## src/design/tw_pkg.sv

```systemverilog
// Purpose: shared constants for the thermal wire host configuration block
// Assumes: 8-bit index-addressed register bank, 100 MHz system clock
// Notes: all offsets, reset values, field positions and timings live here
package tw_pkg;
  // register indexes
  localparam logic [7:0] REG_FUNC = 8'h01;
  localparam logic [7:0] REG_TIMING = 8'h02;
  localparam logic [7:0] REG_AGENT = 8'h03;
  localparam logic [7:0] REG_TEMPCFG = 8'h04;
  localparam logic [7:0] REG_RAW_FIRST = 8'h17;
  localparam logic [7:0] REG_RAW_LAST = 8'h1e;
  localparam logic [7:0] REG_READ0 = 8'h20;
  localparam logic [7:0] REG_READ1 = 8'h21;
  localparam logic [7:0] RDATA_NONE = 8'h00;
  // reset values
  localparam logic [7:0] FUNC_RST = 8'h14;
  localparam logic [7:0] TIMING_RST = 8'h02;
  localparam logic [7:0] AGENT_RST = 8'h00;
  localparam logic [7:0] TEMPCFG_RST = 8'h00;
  localparam logic [15:0] RAW_RST = 16'h8001;
  localparam logic [7:0] READ_RST = 8'h00;
  // field positions
  localparam int FUNC_EN_BIT = 7;
  localparam int V3_BIT = 2;
  localparam int MANUAL_BIT = 1;
  localparam int ROUTINE_BIT = 0;
  localparam int RATE_LSB = 4;
  localparam int ADJ_LSB = 1;
  localparam int DUTY_BIT = 0;
  localparam int AGT_EN_LSB = 4;
  localparam int DOM1_AGT0_BIT = 0;
  localparam int DOM1_AGT1_BIT = 1;
  localparam int VIRT_BIT = 7;
  localparam int CLAMP_BIT = 4;
  localparam int DSEL_LSB = 1;
  localparam int HIGHER_BIT = 0;
  // agent enable codes
  localparam logic [1:0] AGT_EN_A0 = 2'b01;
  localparam logic [1:0] AGT_EN_BOTH = 2'b11;
  // raw data codes
  localparam logic [15:0] ERR_FIRST = 16'h8000;
  localparam logic [15:0] ERR_UNDER = 16'h8002;
  localparam logic [15:0] ERR_OVER = 16'h8003;
  localparam logic [15:0] ERR_LAST = 16'h81ff;
  localparam logic [7:0] TEMP_UNDER_VAL = 8'h00;
  localparam logic [7:0] TEMP_OVER_VAL = 8'h7f;
  localparam logic signed [9:0] CLAMP_HIGH = 10'sh000;
  localparam logic signed [9:0] CLAMP_LOW = -10'sh080;
  // wire timing
  localparam int CLK_KHZ = 100000;
  localparam int BASE_RATE_KHZ = 1500;
  localparam int BIT_CYC = CLK_KHZ / BASE_RATE_KHZ;
  localparam int DONE_LEAD = 3;
  localparam int DUTY_HI_PCT = 75;
  localparam int DUTY_LO_PCT = 68;
  localparam int PCT = 100;
  localparam int CNT_W = 10;
  localparam int ROUTINE_US = 1000;
  localparam int ROUTINE_CYC = ROUTINE_US * (CLK_KHZ / 1000);
  // frame layout
  localparam logic [7:0] ADDR_BASE = 8'h30;
  localparam logic [7:0] CMD_GETTEMP = 8'h01;
  localparam logic [7:0] CMD_GETTEMP_DOM = 8'h02;
  localparam logic [4:0] TX_LAST = 5'h0f;
  localparam logic [4:0] RX_LAST = 5'h0f;
  typedef enum logic [1:0] {ST_IDLE, ST_TX, ST_RX} tw_state_t;
endpackage

```

## src/design/tw_bit_timer.sv

```systemverilog
// Purpose: one bit time on the thermal wire, host side
// Assumes: wire_in_s already synchronised to clk
// Notes: outputs lag the bit counter by one cycle, harmless at these rates
`timescale 1ns/1ps
module tw_bit_timer (
  // clock and reset
  input wire logic clk,
  input wire logic rst_n,
  // control
  input wire logic start,
  input wire logic abort,
  input wire logic tx_mode,
  input wire logic tx_bit,
  input wire logic [1:0] rate_sel,
  input wire logic [2:0] adj,
  input wire logic duty_sel,
  // wire side
  input wire logic wire_in_s,
  output logic wire_out,
  output logic wire_oe_n,
  // results
  output logic done,
  output logic rx_bit
);
  localparam int CW = tw_pkg::CNT_W;
  logic busy;
  logic rx_q;
  logic [CW-1:0] cnt;
  logic [CW-1:0] period_q;
  logic [CW-1:0] hi_q;
  logic [CW-1:0] per;
  logic [15:0] scaled;
  logic [CW-1:0] hi1;
  logic [CW-1:0] hi0;

  assign per = CW'(tw_pkg::BIT_CYC) << rate_sel;
  assign scaled = (16'(per) * (duty_sel ? 16'(tw_pkg::DUTY_LO_PCT) :
                  16'(tw_pkg::DUTY_HI_PCT))) / 16'(tw_pkg::PCT);
  // slow rising edges eat into the high time, so stretch it
  assign hi1 = CW'(scaled) + CW'(adj);
  assign hi0 = CW'(per >> 2) + CW'(adj);

  always_ff @(posedge clk) begin
    if (!rst_n || abort) begin
      busy <= 1'b0;
      cnt <= '0;
      period_q <= '0;
      hi_q <= '0;
      rx_q <= 1'b0;
    end else if (start) begin
      busy <= 1'b1;
      cnt <= '0;
      period_q <= per;
      hi_q <= (tx_mode && tx_bit) ? hi1 : hi0;
      rx_q <= !tx_mode;
    end else if (busy) begin
      cnt <= cnt + CW'(1);
      if (cnt == period_q - CW'(1)) begin
        busy <= 1'b0;
      end
    end
  end

  always_ff @(posedge clk) begin
    if (!rst_n || abort) begin
      done <= 1'b0;
      rx_bit <= 1'b0;
      wire_out <= 1'b0;
      wire_oe_n <= 1'b1;
    end else begin
      // done leads the end so the next start lands on the period edge
      done <= busy && (cnt == period_q - CW'(tw_pkg::DONE_LEAD));
      if (busy && rx_q && (cnt == (period_q >> 1))) begin
        rx_bit <= wire_in_s;
      end
      wire_out <= busy && (cnt < hi_q);
      // on receive the client owns the wire after the host's short high
      wire_oe_n <= !(busy && (!rx_q || (cnt < hi_q)));
    end
  end
endmodule

```

## src/design/tw_host_cfg.sv

```systemverilog
// Purpose: thermal wire host: configuration bank, query engine, readings
// Assumes: 8-bit index bus with one-cycle write and read strobes
// Notes: raw values and processed readings are held in this module
`timescale 1ns/1ps
// Behaviour
// - no wire transactions unless the master function enable bit is set.
// - version-three command enable bit exists and resets to one.
// - manual bit launches one query round, then clears itself once taken.
// - routine enable runs query rounds periodically without software.
// - two-bit rate field picks 1.5 MHz, 750, 375 or 187.5 kHz.
// - three-bit adjust stretches host high time for slow edges, resets 001.
// - duty bit picks 75% (zero) or 68% (one) high time for a transmitted one bit.
// - agent enable 00 none, 01 agent 0, 11 both, 10 reserved.
// - agent-1 domain bit adds a second domain for agent 1 while the version-three bit is set.
// - agent-0 domain bit adds a second domain for agent 0 while the version-three bit is set.
// - virtual enable lets the bus write raw temperatures instead of wire.
// - clamp bit clamps positive or below -128 readings.
// - per-agent select bit picks domain 0 or domain 1 for the reading.
// - return-higher bit reports the hotter of an agent's two domains.
// - raw temperature registers reset to the sensor-missing code.
// - under and over codes set readings to 00 and 7f; other error codes update only raw registers, readings hold.
module tw_host_cfg #(
  parameter int ROUTINE_CYCLES = tw_pkg::ROUTINE_CYC
) (
  // clock and reset
  input wire logic clk,
  input wire logic rst_n,
  // register bank
  input wire logic [7:0] reg_addr,
  input wire logic reg_wr_en,
  input wire logic reg_rd_en,
  input wire logic [7:0] reg_wdata,
  output logic [7:0] reg_rdata,
  // thermal wire
  input wire logic wire_in,
  output logic wire_out,
  output logic wire_oe_n,
  // processed readings
  output logic [7:0] temp_agent0,
  output logic [7:0] temp_agent1
);
  logic [7:0] func;
  logic [7:0] timing;
  logic [7:0] agent_cfg;
  logic [7:0] temp_cfg;
  logic [15:0] raw [4];
  logic [7:0] reading [2];
  logic [15:0] sel_raw [2];
  logic in_s1;
  logic in_s2;
  tw_pkg::tw_state_t state;
  logic [1:0] cur_slot;
  logic [3:0] round_mask;
  logic [3:0] slot_en;
  logic [3:0] live_mask;
  logic [1:0] pick;
  logic [15:0] tx_shift;
  logic [15:0] rx_shift;
  logic [4:0] bit_cnt;
  logic [31:0] routine_cnt;
  logic routine_tick;
  logic bt_start;
  logic bt_tx_mode;
  logic bt_done;
  logic bt_rx_bit;
  logic en;
  logic idle_free;
  logic manual_take;
  logic routine_take;
  logic pick_take;
  logic rx_store;
  logic raw_wr;
  logic [2:0] raw_idx;
  logic a0_on;
  logic a1_on;

  function automatic logic is_err(input logic [15:0] v);
    return (v >= tw_pkg::ERR_FIRST) && (v <= tw_pkg::ERR_LAST);
  endfunction

  // normal readings beat errors; between errors the larger code wins
  function automatic logic [15:0] hotter(input logic [15:0] a,
                                         input logic [15:0] b);
    if (is_err(a) && !is_err(b)) return b;
    if (!is_err(a) && is_err(b)) return a;
    if (is_err(a)) return (a >= b) ? a : b;
    return ($signed(a) >= $signed(b)) ? a : b;
  endfunction

  assign en = func[tw_pkg::FUNC_EN_BIT];
  assign a0_on = (agent_cfg[tw_pkg::AGT_EN_LSB +: 2] == tw_pkg::AGT_EN_A0)
    || (agent_cfg[tw_pkg::AGT_EN_LSB +: 2] == tw_pkg::AGT_EN_BOTH);
  assign a1_on = agent_cfg[tw_pkg::AGT_EN_LSB +: 2] == tw_pkg::AGT_EN_BOTH;
  // second domain needs the domain-aware command
  assign slot_en = {a1_on && agent_cfg[tw_pkg::DOM1_AGT1_BIT]
                    && func[tw_pkg::V3_BIT], a1_on,
                    a0_on && agent_cfg[tw_pkg::DOM1_AGT0_BIT]
                    && func[tw_pkg::V3_BIT], a0_on};
  assign live_mask = round_mask & slot_en;
  assign pick = live_mask[0] ? 2'd0 : live_mask[1] ? 2'd1 :
                live_mask[2] ? 2'd2 : 2'd3;
  assign idle_free = en && (state == tw_pkg::ST_IDLE) && (round_mask == 4'h0);
  assign manual_take = idle_free && func[tw_pkg::MANUAL_BIT];
  assign routine_take = idle_free && routine_tick
    && func[tw_pkg::ROUTINE_BIT] && !manual_take;
  assign pick_take = en && (state == tw_pkg::ST_IDLE) && (live_mask != 4'h0);
  assign rx_store = (state == tw_pkg::ST_RX) && bt_done
    && (bit_cnt == tw_pkg::RX_LAST);
  assign raw_wr = reg_wr_en && temp_cfg[tw_pkg::VIRT_BIT]
    && (reg_addr >= tw_pkg::REG_RAW_FIRST)
    && (reg_addr <= tw_pkg::REG_RAW_LAST);
  assign raw_idx = 3'(reg_addr - tw_pkg::REG_RAW_FIRST);

  // pin synchroniser
  always_ff @(posedge clk) begin
    if (!rst_n) begin
      in_s1 <= 1'b0;
      in_s2 <= 1'b0;
    end else begin
      in_s1 <= wire_in;
      in_s2 <= in_s1;
    end
  end

  // function register; a software write wins over the one-shot clear
  always_ff @(posedge clk) begin
    if (!rst_n) begin
      func <= tw_pkg::FUNC_RST;
    end else if (reg_wr_en && reg_addr == tw_pkg::REG_FUNC) begin
      func <= reg_wdata;
    end else if (manual_take) begin
      func[tw_pkg::MANUAL_BIT] <= 1'b0;
    end
  end

  always_ff @(posedge clk) begin
    if (!rst_n) begin
      timing <= tw_pkg::TIMING_RST;
      agent_cfg <= tw_pkg::AGENT_RST;
      temp_cfg <= tw_pkg::TEMPCFG_RST;
    end else if (reg_wr_en) begin
      if (reg_addr == tw_pkg::REG_TIMING) timing <= reg_wdata;
      if (reg_addr == tw_pkg::REG_AGENT) agent_cfg <= reg_wdata;
      if (reg_addr == tw_pkg::REG_TEMPCFG) temp_cfg <= reg_wdata;
    end
  end

  // routine period; a tick while a round runs is dropped
  always_ff @(posedge clk) begin
    if (!rst_n || !en || !func[tw_pkg::ROUTINE_BIT]) begin
      routine_cnt <= '0;
      routine_tick <= 1'b0;
    end else if (routine_cnt == 32'(ROUTINE_CYCLES - 1)) begin
      routine_cnt <= '0;
      routine_tick <= 1'b1;
    end else begin
      routine_cnt <= routine_cnt + 32'd1;
      routine_tick <= 1'b0;
    end
  end

  always_ff @(posedge clk) begin
    if (!rst_n || !en) begin
      round_mask <= 4'h0;
    end else if (manual_take || routine_take) begin
      round_mask <= slot_en;
    end else if (pick_take) begin
      round_mask[pick] <= 1'b0;
    end else begin
      round_mask <= round_mask & slot_en;
    end
  end

  // frame engine: 16 bits out, 16 bits back, one slot per frame
  always_ff @(posedge clk) begin
    if (!rst_n || !en) begin
      state <= tw_pkg::ST_IDLE;
      cur_slot <= 2'd0;
      tx_shift <= '0;
      rx_shift <= '0;
      bit_cnt <= '0;
      bt_start <= 1'b0;
      bt_tx_mode <= 1'b0;
    end else begin
      bt_start <= 1'b0;
      case (state)
        tw_pkg::ST_IDLE: begin
          if (pick_take) begin
            cur_slot <= pick;
            tx_shift <= {tw_pkg::ADDR_BASE + {7'h00, pick[1]},
                         pick[0] ? tw_pkg::CMD_GETTEMP_DOM :
                         tw_pkg::CMD_GETTEMP};
            bit_cnt <= '0;
            bt_start <= 1'b1;
            bt_tx_mode <= 1'b1;
            state <= tw_pkg::ST_TX;
          end
        end
        tw_pkg::ST_TX: begin
          if (bt_done) begin
            bt_start <= 1'b1;
            if (bit_cnt == tw_pkg::TX_LAST) begin
              bit_cnt <= '0;
              bt_tx_mode <= 1'b0;
              state <= tw_pkg::ST_RX;
            end else begin
              bit_cnt <= bit_cnt + 5'd1;
              tx_shift <= {tx_shift[14:0], 1'b0};
            end
          end
        end
        tw_pkg::ST_RX: begin
          if (bt_done) begin
            rx_shift <= {rx_shift[14:0], bt_rx_bit};
            bit_cnt <= bit_cnt + 5'd1;
            if (bit_cnt == tw_pkg::RX_LAST) begin
              state <= tw_pkg::ST_IDLE;
            end else begin
              bt_start <= 1'b1;
            end
          end
        end
        default: state <= tw_pkg::ST_IDLE;
      endcase
    end
  end

  tw_bit_timer u_bit (
    .clk(clk),
    .rst_n(rst_n),
    .start(bt_start),
    .abort(!en),
    .tx_mode(bt_tx_mode),
    .tx_bit(tx_shift[15]),
    .rate_sel(timing[tw_pkg::RATE_LSB +: 2]),
    .adj(timing[tw_pkg::ADJ_LSB +: 3]),
    .duty_sel(timing[tw_pkg::DUTY_BIT]),
    .wire_in_s(in_s2),
    .wire_out(wire_out),
    .wire_oe_n(wire_oe_n),
    .done(bt_done),
    .rx_bit(bt_rx_bit)
  );

  // raw store: bus writes replace wire data while virtual mode is on
  always_ff @(posedge clk) begin
    if (!rst_n) begin
      for (int i = 0; i < 4; i++) raw[i] <= tw_pkg::RAW_RST;
    end else if (raw_wr) begin
      if (raw_idx[0]) raw[raw_idx[2:1]][7:0] <= reg_wdata;
      else raw[raw_idx[2:1]][15:8] <= reg_wdata;
    end else if (rx_store && !temp_cfg[tw_pkg::VIRT_BIT]) begin
      raw[cur_slot] <= {rx_shift[14:0], bt_rx_bit};
    end
  end

  for (genvar g = 0; g < 2; g++) begin : g_agent
    logic signed [9:0] t;
    assign sel_raw[g] = temp_cfg[tw_pkg::HIGHER_BIT] ?
      hotter(raw[2*g], raw[2*g+1]) :
      (temp_cfg[tw_pkg::DSEL_LSB + g] ? raw[2*g+1] : raw[2*g]);
    assign t = $signed(sel_raw[g][15:6]);
    always_ff @(posedge clk) begin
      if (!rst_n) begin
        reading[g] <= tw_pkg::READ_RST;
      end else if (sel_raw[g] == tw_pkg::ERR_UNDER) begin
        reading[g] <= tw_pkg::TEMP_UNDER_VAL;
      end else if (sel_raw[g] == tw_pkg::ERR_OVER) begin
        reading[g] <= tw_pkg::TEMP_OVER_VAL;
      end else if (!is_err(sel_raw[g])) begin
        if (temp_cfg[tw_pkg::CLAMP_BIT] && t > tw_pkg::CLAMP_HIGH)
          reading[g] <= 8'(tw_pkg::CLAMP_HIGH);
        else if (temp_cfg[tw_pkg::CLAMP_BIT] && t < tw_pkg::CLAMP_LOW)
          reading[g] <= 8'(tw_pkg::CLAMP_LOW);
        else
          reading[g] <= t[7:0];
      end
    end
  end

  assign temp_agent0 = reading[0];
  assign temp_agent1 = reading[1];

  always_ff @(posedge clk) begin
    if (!rst_n) begin
      reg_rdata <= tw_pkg::RDATA_NONE;
    end else if (reg_rd_en) begin
      case (reg_addr)
        tw_pkg::REG_FUNC: reg_rdata <= func;
        tw_pkg::REG_TIMING: reg_rdata <= timing;
        tw_pkg::REG_AGENT: reg_rdata <= agent_cfg;
        tw_pkg::REG_TEMPCFG: reg_rdata <= temp_cfg;
        tw_pkg::REG_READ0: reg_rdata <= reading[0];
        tw_pkg::REG_READ1: reg_rdata <= reading[1];
        default: begin
          if (reg_addr >= tw_pkg::REG_RAW_FIRST
              && reg_addr <= tw_pkg::REG_RAW_LAST)
            reg_rdata <= raw_idx[0] ? raw[raw_idx[2:1]][7:0] :
                         raw[raw_idx[2:1]][15:8];
          else
            reg_rdata <= tw_pkg::RDATA_NONE;
        end
      endcase
    end
  end
endmodule

```

## config.mk

```make
export PLATFORM = sky130hd
export DESIGN_NAME = tw_host_cfg
export DESIGN_NICKNAME = d
export VERILOG_FILES = /design/src/design/tw_pkg.sv /design/src/design/tw_bit_timer.sv /design/src/design/tw_host_cfg.sv
export SDC_FILE = /design/constraint.sdc
export NUM_CORES = 1
export LEC_CHECK = 0
export BUFFER_PORTS_ARGS = -buffer_cell sky130_fd_sc_hd__buf_2
export CELL_PAD_IN_SITES_DETAIL_PLACEMENT = 1
export CELL_PAD_IN_SITES_GLOBAL_PLACEMENT = 1
export CORE_ASPECT_RATIO = 1.2
export CORE_MARGIN = 10
export CORE_UTILIZATION = 49
export DETAILED_ROUTE_END_ITERATION = 12
export GPL_TIMING_DRIVEN = 0
export PLACE_DENSITY = 0.9
export SYNTH_ARGS = -nofsm -noshare
export SYNTH_HDL_FRONTEND = slang
export SYNTH_HIERARCHICAL = 1
export SYNTH_SLANG_ARGS = --single-unit
export TNS_END_PERCENT = 100
```

## constraint.sdc

```tcl
create_clock -name clk -period 11.7 [get_ports clk]
set_input_delay 2.925 -clock clk [delete_from_list [all_inputs] [get_ports clk]]
set_output_delay 2.925 -clock clk [all_outputs]
set_load 0.1 [all_outputs]
```

### After elaboration in Yosys (flattened, before gate mapping)

Memories as Yosys holds them, arrays and structs flattened.
Cells that the tools add are included.

| storage, ports and cells | value |
|---|---|
| register bits | 157 |
| RAM bits | 80 |
| bits of input ports | 21 |
| output and inout bits | 26 |
| logic and storage cells | 338 |
| memories | 2 |

| operators by class | value |
|---|---|
| add/subtract/negate cells | 9 |
| $mul | 1 |
| div/mod/pow operators | 1 |
| $lt $le $gt $ge | 25 |
| equality and inequality tests | 25 |
| shift-type cells | 1 |
| muxes and demuxes | 158 |
| bitwise operators | 13 |
| reductions and logical operators | 76 |

Memory list:

| name | words | width | rd ports | clocked after Yosys merged registers in | wr ports | line | RTL |
|---|---|---|---|---|---|---|---|
| raw | 4 | 16 | 5 | 0 | 4 | tw_host_cfg.sv:46 | `logic [15:0] raw [4];` |
| reading | 2 | 8 | 2 | 0 | 2 | tw_host_cfg.sv:47 | `logic [7:0] reading [2];` |

Operator list:

| kind | count |
|---|---|
| 16-bit two-way mux | 25 |
| 16-bit greater-or-equal comparator (second input constant) | 6 |
| 16-bit <= comparator (second input constant) | 6 |
| 8-bit two-way mux | 12 |
| 1-bit two-way mux | 94 |
| 16-bit equality test (second input constant) | 4 |
| 16-bit greater-or-equal comparator | 4 |
| 8-bit case mux with 6 select lines | 1 |
| 1-bit logical AND | 40 |
| 32-bit by 1-bit adder with 32-bit output (second input constant) | 1 |
| 32-bit by 17-bit equality test with 1-bit output (second input constant) | 1 |
| 16-bit case mux with 2 select lines | 1 |
| 16-bit OR reduction | 2 |
| 2-bit two-way mux | 12 |
| 10-bit equality test | 2 |
| 10-bit by 1-bit > comparator with 1-bit output (second input constant) | 2 |
| 10-bit by 8-bit < comparator with 1-bit output (second input constant) | 2 |
| 5-bit two-way mux | 4 |
| 16-bit by 7-bit divider with 16-bit output (second input constant) | 1 |
| 8-bit by 2-bit equality test with 1-bit output (second input constant) | 2 |
| 8-bit by 6-bit equality test with 1-bit output (second input constant) | 2 |
| 10-bit by 16-bit multiplier with 16-bit output | 1 |
| 5-bit case mux with 3 select lines | 1 |
| 1-bit logical NOT | 12 |
| 41 further kinds | 71 |

### Longest topological paths before layout

Gate-level depths: netlist of run 1.
An unclocked memory read counts as a cell.

| logic depth | value |
|---|---|
| depth in word-level cells | 24 |
| depth in mapped cells | 53 |

### Hierarchy

The synthesis of run 1 kept the hierarchy.

Modules (own cells, without submodules):

| module | instances | cells an instance | area each (um^2) |
|---|---|---|---|
| tw_host_cfg | 1 | 1249 | 11183.2 |
| tw_bit_timer | 1 | 827 | 6160.9 |

### Least setup slack after synthesis of run 1

OpenSTA, ideal clock, no wires.

| timing | value |
|---|---|
| path type | reg-to-reg |
| start point | register timing[5] |
| end point | register u_bit.hi_q[6] |
| setup time | 0.065 ns |
| data arrival time | 10.183 ns |
| data required time | 11.635 ns |
| slack | 1.452 ns |
| stages on the path, launching flop included | 44 |
| clock period less this slack | 10.248 ns |
| cells stage by stage | dfxtp_1 > clkbuf_1 > clkbuf_1 > and2_1 > ha_1 > ha_1 > fa_1 > inv_1 > fa_1 > inv_1 > ha_1 > and3_1 > buf_6 > and2_1 > a211o_1 > or4_4 > a2111oi_2 > a21oi_1 > (+8 left out) > nand3_4 > or3_4 > a311oi_2 > and4_1 > buf_6 > o21ai_1 > and3_1 > nor4_4 > mux2i_1 > o311ai_2 > ha_1 > fa_1 > a21oi_1 > nor4_1 > xnor2_1 > o211ai_1 > o21ai_0 > nor2_1 |

| on the way | value |
|---|---|
| longest elaborated chain between the ends | 5 |

RTL lines:

| element | line | RTL |
|---|---|---|
| start, declared | tw_host_cfg.sv:43 | `logic [7:0] timing;` |
| start signal, assigned | tw_host_cfg.sv:138 | `timing <= tw_pkg::TIMING_RST;` |
| start signal, assigned | tw_host_cfg.sv:142 | `if (reg_addr == tw_pkg::REG_TIMING) timing <= reg_wdata;` |
| 7-bit by 2-bit left shift with 10-bit output * | tw_bit_timer.sv:36 | `assign per = CW'(tw_pkg::BIT_CYC) << rate_sel;` |
| 10-bit by 16-bit multiplier with 16-bit output | tw_bit_timer.sv:37 | `assign scaled = (16'(per) * (duty_sel ? 16'(tw_pkg::DUTY_LO_PCT) :` |
| 16-bit by 7-bit divider with 16-bit output | tw_bit_timer.sv:38 | `16'(tw_pkg::DUTY_HI_PCT))) / 16'(tw_pkg::PCT);` |
| 10-bit by 3-bit adder with 10-bit output | tw_bit_timer.sv:40 | `assign hi1 = CW'(scaled) + CW'(adj);` |
| 10-bit two-way mux * | tw_bit_timer.sv:54 | `hi_q <= (tx_mode && tx_bit) ? hi1 : hi0;` |
| end signal, assigned | tw_bit_timer.sv:54 |  |
| end, declared | tw_bit_timer.sv:30 | `logic [CW-1:0] hi_q;` |

Mark *: on every way between the ends. The rest lies on a longest branch, timed or not.
A chain may end at the register's enable or synchronous reset.

### Final worst setup path of run 1

| timing | value |
|---|---|
| start point | register timing[4] |
| end point | register u_bit.hi_q[4] |

Same word-level chain as after synthesis.

==> results.cfg, run 1 <==
[grt]
grt_pass1_vias = 18178
grt_usage_pct = 29.0
antenna_found_initial = 2
grt_max_degree = 15
gr-total-overflow = 0
grt_pass1_wl_mm = 101

[power]
pwr-share-seq_pct = 44.0
p_leak_uw = 0.00731
switching_share_pct = 27.9
p_int_uw = 1410
switching_power_uw = 544
power_frac_comb_pct = 14.7
power.density_nw_per_um2 = 98.9
ir_drop_mv = 0.109
p_clk_share_pct = 41.2

[cts]
numCtsBuffers = 24
cts_sinks = 231
cts_tree = built
clock_path_buffers = 3
htreeDepth = 1
cts_root_buf = clkbuf_16
clk_latency_ps = 550
clk_pin_slew_ps = 60
postCtsHoldBufs = 0

[sta]
slew_headroom_pct = 8.31
min_period_ps = 11460
tns_ps = 0
hold_viol = 0
slew_violations = 0
fin_crit_sh_pct = 98.0
finalSetupViolations = 0
setup_ws_ps = 237
fin_worst_skew_ps = 25.3
max_freq_ghz = 0.0872
worst_slew_pin_slew_ps = 1360

[critical_path]
cp_common_cell = ha_1
crit_family = compound AO/OA/AOI/OAI gates
startpoint_type = flip-flop
cp_max_fo = 10
cp-end-kind = flip-flop
arrival_ps = 11930
worstPathRequired_ps = 12160
cpPeakStageDelay_ps = 530
crit_type = reg2reg
path_buf_inv = 11
crit_slowest_cell = fa_1

[routing]
first_pass_iters = 6
viasPerCell = 6.55
drc = 0
wirelength_mm = 65.8
via_count = 17480
wl_per_cell_um = 24.7
ant_nets = 0
drt-initial-drc-count = 1365

[job]
drv_cap = 0

[yosys]
ys_top_cells_by_count = nand2_1, nor2_1, dfxtp_1
syn_inst = 2076
ys_seq_area_share_pct = 31.3
yosys_register_bits = 231
synth_top_cell_by_area = dfxtp_1
synth-edff-count = 80
synthFlopType = dfxtp_1
avgSynthCellArea_um2 = 8.35
ys_async_sr_fraction_pct = 0
synth_most_common_cell = nand2_1
yosysWarnings = 6
syn_area_um2 = 17300
synth.top_cell.area_share_pct = 17.4
synthTopCellsByArea = dfxtp_1, edfxtp_1, ha_1, nand2_1, nor2_1
ys_types = 127

[die]
io_pins = 47
die_h_um = 226
die-area_um2 = 43400
start_util_pct = 49.6
rows = 75
core_area_um2 = 35000
dieWidth_um = 192

[finish]
areaGrowthSynthToFinish_pct = 13.6
utilization_pct = 56.3
nets = 2317
drive_above_1_share_pct = 14.0
fill_cells = 4189

[place]
dp_hpwl_mm = 48.6
place_ws_ps = -1070
gp_congestion = 0.978
numPortBuffers = 43

[run_status]
status = completed

[hold_path]
min_path_type = reg2reg
-- what timing repair did --
| item | in CTS | in global routing |
|---|---|---|
| endpoints found under the setup margin | 10 | 9 |
| pin swaps | 8 | 29 |
| endpoints found under the hold margin | 0 | 0 |
| setup buffers | 9 | 29 |
| gates resized for setup | 35 | 69 |
-- registers in the layout (all words and copies together) (netlist names), 5 cells and up --
signal / flops
agent_cfg: 8
bit_cnt: 5
func: 8
raw: 64
reading: 16
reg_rdata: 8
routine_cnt: 32
rx_shift: 15
temp_cfg: 8
timing: 8
tx_shift: 16
u_bit/cnt: 10
u_bit/hi_q: 10
-- cells by family (layout without fill, tap and decap cells) --
kind of cell | after synthesis | in the layout | share of synthesized area, %
other cells | 2 | 7 | 0.0433
simple gates | 816 | 816 | 23.6
buf+inv | 226 | 350 | 5.14
flops | 231 | 231 | 31.3
xor+xnor | 85 | 85 | 4.34
mux | 55 | 55 | 4.54
fa+ha+maj | 111 | 111 | 8.40
compound gates | 550 | 550 | 22.7
-- power groups by stage --
stage / sequential (µW) / combinational [µW] / clock (µW)
after CTS: 857 / 264 / 803
final: 858 / 287 / 803
after floorplan: 896 / 161 / 0
after global placement: 874 / 244 / 0
after global routing: 858 / 306 / 833
after detailed placement: 875 / 254 / 0
-- layout by cell type, fill, tap and decap left out, types with 29 or more instances in the layout --
master / Yosys / layout
nand2_1: 232 / 226
nor3_1: 33 / 32
inv_1: 118 / 116
dfxtp_1: 151 / 148
xnor2_1: 41 / 38
a21oi_1: 120 / 118
mux2i_1: 30 / 29
buf_2: 9 / 53
nand3_1: 91 / 91
nor2_1: 209 / 206
xor2_1: 43 / 43
a22oi_1: 37 / 36
nand4_1: 48 / 48
edfxtp_1: 80 / 80
buf_4: 2 / 40
a21boi_0: 30 / 29
clkbuf_1: 83 / 83
o21ai_0: 69 / 65
ha_1: 102 / 100
-- through the flow --
stage	hold slack [ps]	power, µW	cell area [µm²]	cells
6_report	458	1950	19700	2667
5_1_grt	468	2000	19700	2667
4_1_cts	457	1920	19200	2637
3_5_place_dp	431	1130	18100	2584
3_3_place_gp	422	1120	18100	2584
2_1_floorplan	412	1060	17400	2079
-- final timing paths --
check                                             from                         end  slack, ps  cells past startpoint
worst max-delay path            timing[4]$_SDFFE_PN0P_  u_bit/hi_q[4]$_SDFFE_PP0P_        240                     50
worst min-delay path                  in_s1$_SDFF_PN0_            in_s2$_SDFF_PN0_        460                      1
worst max register to register  timing[4]$_SDFFE_PN0P_  u_bit/hi_q[4]$_SDFFE_PP0P_        240                     50
worst min register to register        in_s1$_SDFF_PN0_            in_s2$_SDFF_PN0_        460                      1
-- final cells by class --
type                    count  area, µm²  area share, %
clock buffers              39        761           3.86
multi-input cells        1622      11500           58.2
diodes                      2       5.00         0.0254
repair buffers             81        498           2.53
flip-flops and latches    231       5430           27.6
clock inverters             5       53.8          0.273
plain buffers             104        447           2.27
well taps                 462        578           2.93
inverters                 121        464           2.36
-- metal layers --
layer  track usage, %  vias up  wire length (µm)
li1                 -     7858                 -
met1             31.5     8639             24200
met2             52.1      733             33400
met3             3.81      250              3740
met4             18.1        0              4490
met5                0        -                 0
Power figures use the tool's default switching activity.
==> run 2: changes to the inputs <==
Settings changed: PLACE_DENSITY 0.9 to not set, PLACE_DENSITY_LB_ADDON set to 0.1, SYNTH_HIERARCHICAL 1 to not set.
==> results.cfg, run 2 <==
[run_status]
status = completed

[yosys]
synth_compound_area_share_pct = 19.6
synth-edff-count = 80
synth_xor_area_share_pct = 4.78
yosys_register_bits = 231
synth_fa_ha_area_share_pct = 8.76
ys_async_sr_fraction_pct = 0
synthFlopType = dfxtp_1
synth.top_cell.area_share_pct = 18.2
syn_inst = 1971
synth_top_cell_by_area = dfxtp_1
syn_area_um2 = 16600
avgSynthCellArea_um2 = 8.42
ys_seq_area_share_pct = 32.7
synth.area.mux_share_pct = 5.81
synth_most_common_cell = nand2_1
synth_top_family_by_area = simple AND/OR/NAND/NOR gates
synthTopCellsByArea = dfxtp_1, edfxtp_1, ha_1, nand2_1, nor2_1
yosysWarnings = 0
ys_types = 115
ys_top_cells_by_count = nand2_1, nor2_1, dfxtp_1
yosys.area_share.simple_pct = 23.5

[sta]
holdWs_ps = 452
rsz0062_at_grt = yes
slew_violations = 0
fin_crit_sh_pct = 96.9
hold_viol = 0
worst_slew_pin_slew_ps = 1150
fin_worst_skew_ps = 18.3
setup_ws_ps = 365
min_period_ps = 11330
slew_headroom_pct = 21.1
finalSetupViolations = 0
tns_ps = 0
max_freq_ghz = 0.0882

[critical_path]
cp-startpoint = timing[4]$_SDFFE_PN0P_
cpPeakStageDelay_ps = 540
path_buf_inv = 7
cp_max_fo = 10
arrival_ps = 11810
worstPathRequired_ps = 12170
cp-end-kind = flip-flop
crit_type = reg2reg
crit_slowest_cell = fa_1
startpoint_type = flip-flop
crit_family = simple AND/OR/NAND/NOR gates
r2r_start = timing[4]$_SDFFE_PN0P_

[hold_path]
min_path_type = reg2reg
worstHoldStart = in_s1$_SDFF_PN0_

[die]
start_util_pct = 49.9
die_h_um = 222
rows = 73
io_pins = 47
core_area_um2 = 33200
die-area_um2 = 41700
dieWidth_um = 188

[routing]
via_count = 15883
ant_nets = 0
first_pass_iters = 5
viasPerCell = 6.24
drc = 0
wirelength_mm = 57.2
drt-initial-drc-count = 1079
wl_per_cell_um = 22.5

[finish]
final_common_cell = nand2_1
areaGrowthSynthToFinish_pct = 14.4
fill_cells = 4003
final_cell_mix = nand2_1, nor2_1, dfxtp_1
reg_top3 = raw (64), routine_cnt (32)
drive_above_1_share_pct = 13.3
nets = 2208
largest_register_ff_count = 64
utilization_pct = 57.1
top_register = raw

[power]
switching_power_uw = 577
p_clk_share_pct = 38.5
ir_drop_mv = 0.160
power.density_nw_per_um2 = 104
pwr-share-seq_pct = 43.3
p_int_uw = 1400
power_frac_comb_pct = 18.1
p_leak_uw = 0.00710
switching_share_pct = 29.1

[grt]
gr-total-overflow = 0
grt_max_degree = 15
grt_pass1_vias = 16272
antenna_found_initial = 2
grt_usage_pct = 25.8
grt_pass1_wl_mm = 88.4

[place]
place_ws_ps = -1290
dp_hpwl_mm = 43.2
numPortBuffers = 43
gp_congestion = 0.915

[cts]
numCtsBuffers = 24
cts_tree = built
clk_pin_slew_ps = 60
cts_root_buf = clkbuf_16
clock_path_buffers = 3
postCtsHoldBufs = 0
cts_sinks = 231
clk_latency_ps = 550
htreeDepth = 1

[job]
drv_cap = 0
## run 2: cell types whose count changed in the layout (fill, tap and decap cells not counted), moves of 12 or more
| cell | previous run | this run |
|---|---|---|
| a21oi_1 | 118 | 106 |
| o21ai_1 | 26 | 5 |
| o211ai_1 | 25 | 12 |
| mux2i_1 | 29 | 44 |
| a22oi_1 | 36 | 18 |
## run 2: metrics by stage
| step | area (µm²) | total power (µW) | instances |
|---|---|---|---|
| floorplan | 16600 | 1100 | 1974 |
| global placement | 17400 | 1170 | 2467 |
| detailed placement | 17400 | 1180 | 2468 |
| CTS | 18500 | 1960 | 2524 |
| global route | 19000 | 2050 | 2545 |
| finish | 19000 | 1980 | 2545 |
## run 2: final cells by class
type	instances	area, µm²	area share (%)
plain buffers	92	405	2.14
repair buffers	79	492	2.59
multi-input cells	1536	10900	57.4
inverters	113	433	2.28
well taps	450	563	2.97
diodes	1	2.50	0.0132
flip-flops and latches	231	5430	28.6
clock inverters	12	129	0.679
clock buffers	31	637	3.36
## run 2: power groups by stage
stage	clock network (µW)	registers (µW)	logic [µW]
after floorplan	0	896	201
after global placement	0	875	298
after detailed placement	0	875	307
after CTS	774	858	326
after global routing	810	858	386
final	763	858	360
## run 2: final timing paths
path                           endpoint  slack [ps]  cells after the start
max          u_bit.hi_q[6]$_SDFFE_PP0P_         370                     45
min                    in_s2$_SDFF_PN0_         450                      1
max reg2reg  u_bit.hi_q[6]$_SDFFE_PP0P_         370                     45
min reg2reg            in_s2$_SDFF_PN0_         450                      1
## run 2: metal layers
layer  vias up  GRT usage, %  wire (µm)  part of all wire (%)
li1       7373             -          -                     -
met1      7895          29.7      22700                    40
met2       474          46.8      29100                    51
met3       139          2.58       2550                   4.5
met4         2          12.3       2880                   5.0
met5         -             0         10                 0.017
## run 2: what timing repair did
| action | CTS | global route |
|---|---|---|
| resized for setup | 56 | 65 |
| setup endpoints to repair | 10 | 9 |
| setup buffers | 13 | 22 |
| pin swaps | 10 | 26 |
## run 2: kinds of logic (layout without fill, tap and decap cells)
logic type / after synthesis / in the layout
AND/OR/NAND/NOR: 795 / 795
AO/OA/AOI/OAI: 464 / 464
flip-flops: 231 / 231
buffers and inverters: 207 / 327
adder cells (fa/ha/maj): 111 / 111
XOR/XNOR: 88 / 88
multiplexers: 73 / 73
other: 2 / 6
## run 2: worst register-to-register path: cells and delay by family (launching register included)
kind / cells / cell delay, ps
simple gates: 18 / 4480
compound gates: 9 / 2060
fa+ha+maj: 7 / 2460
mux: 2 / 460
flops: 1 / 400
xor+xnor: 2 / 380
buf+inv: 7 / 1010
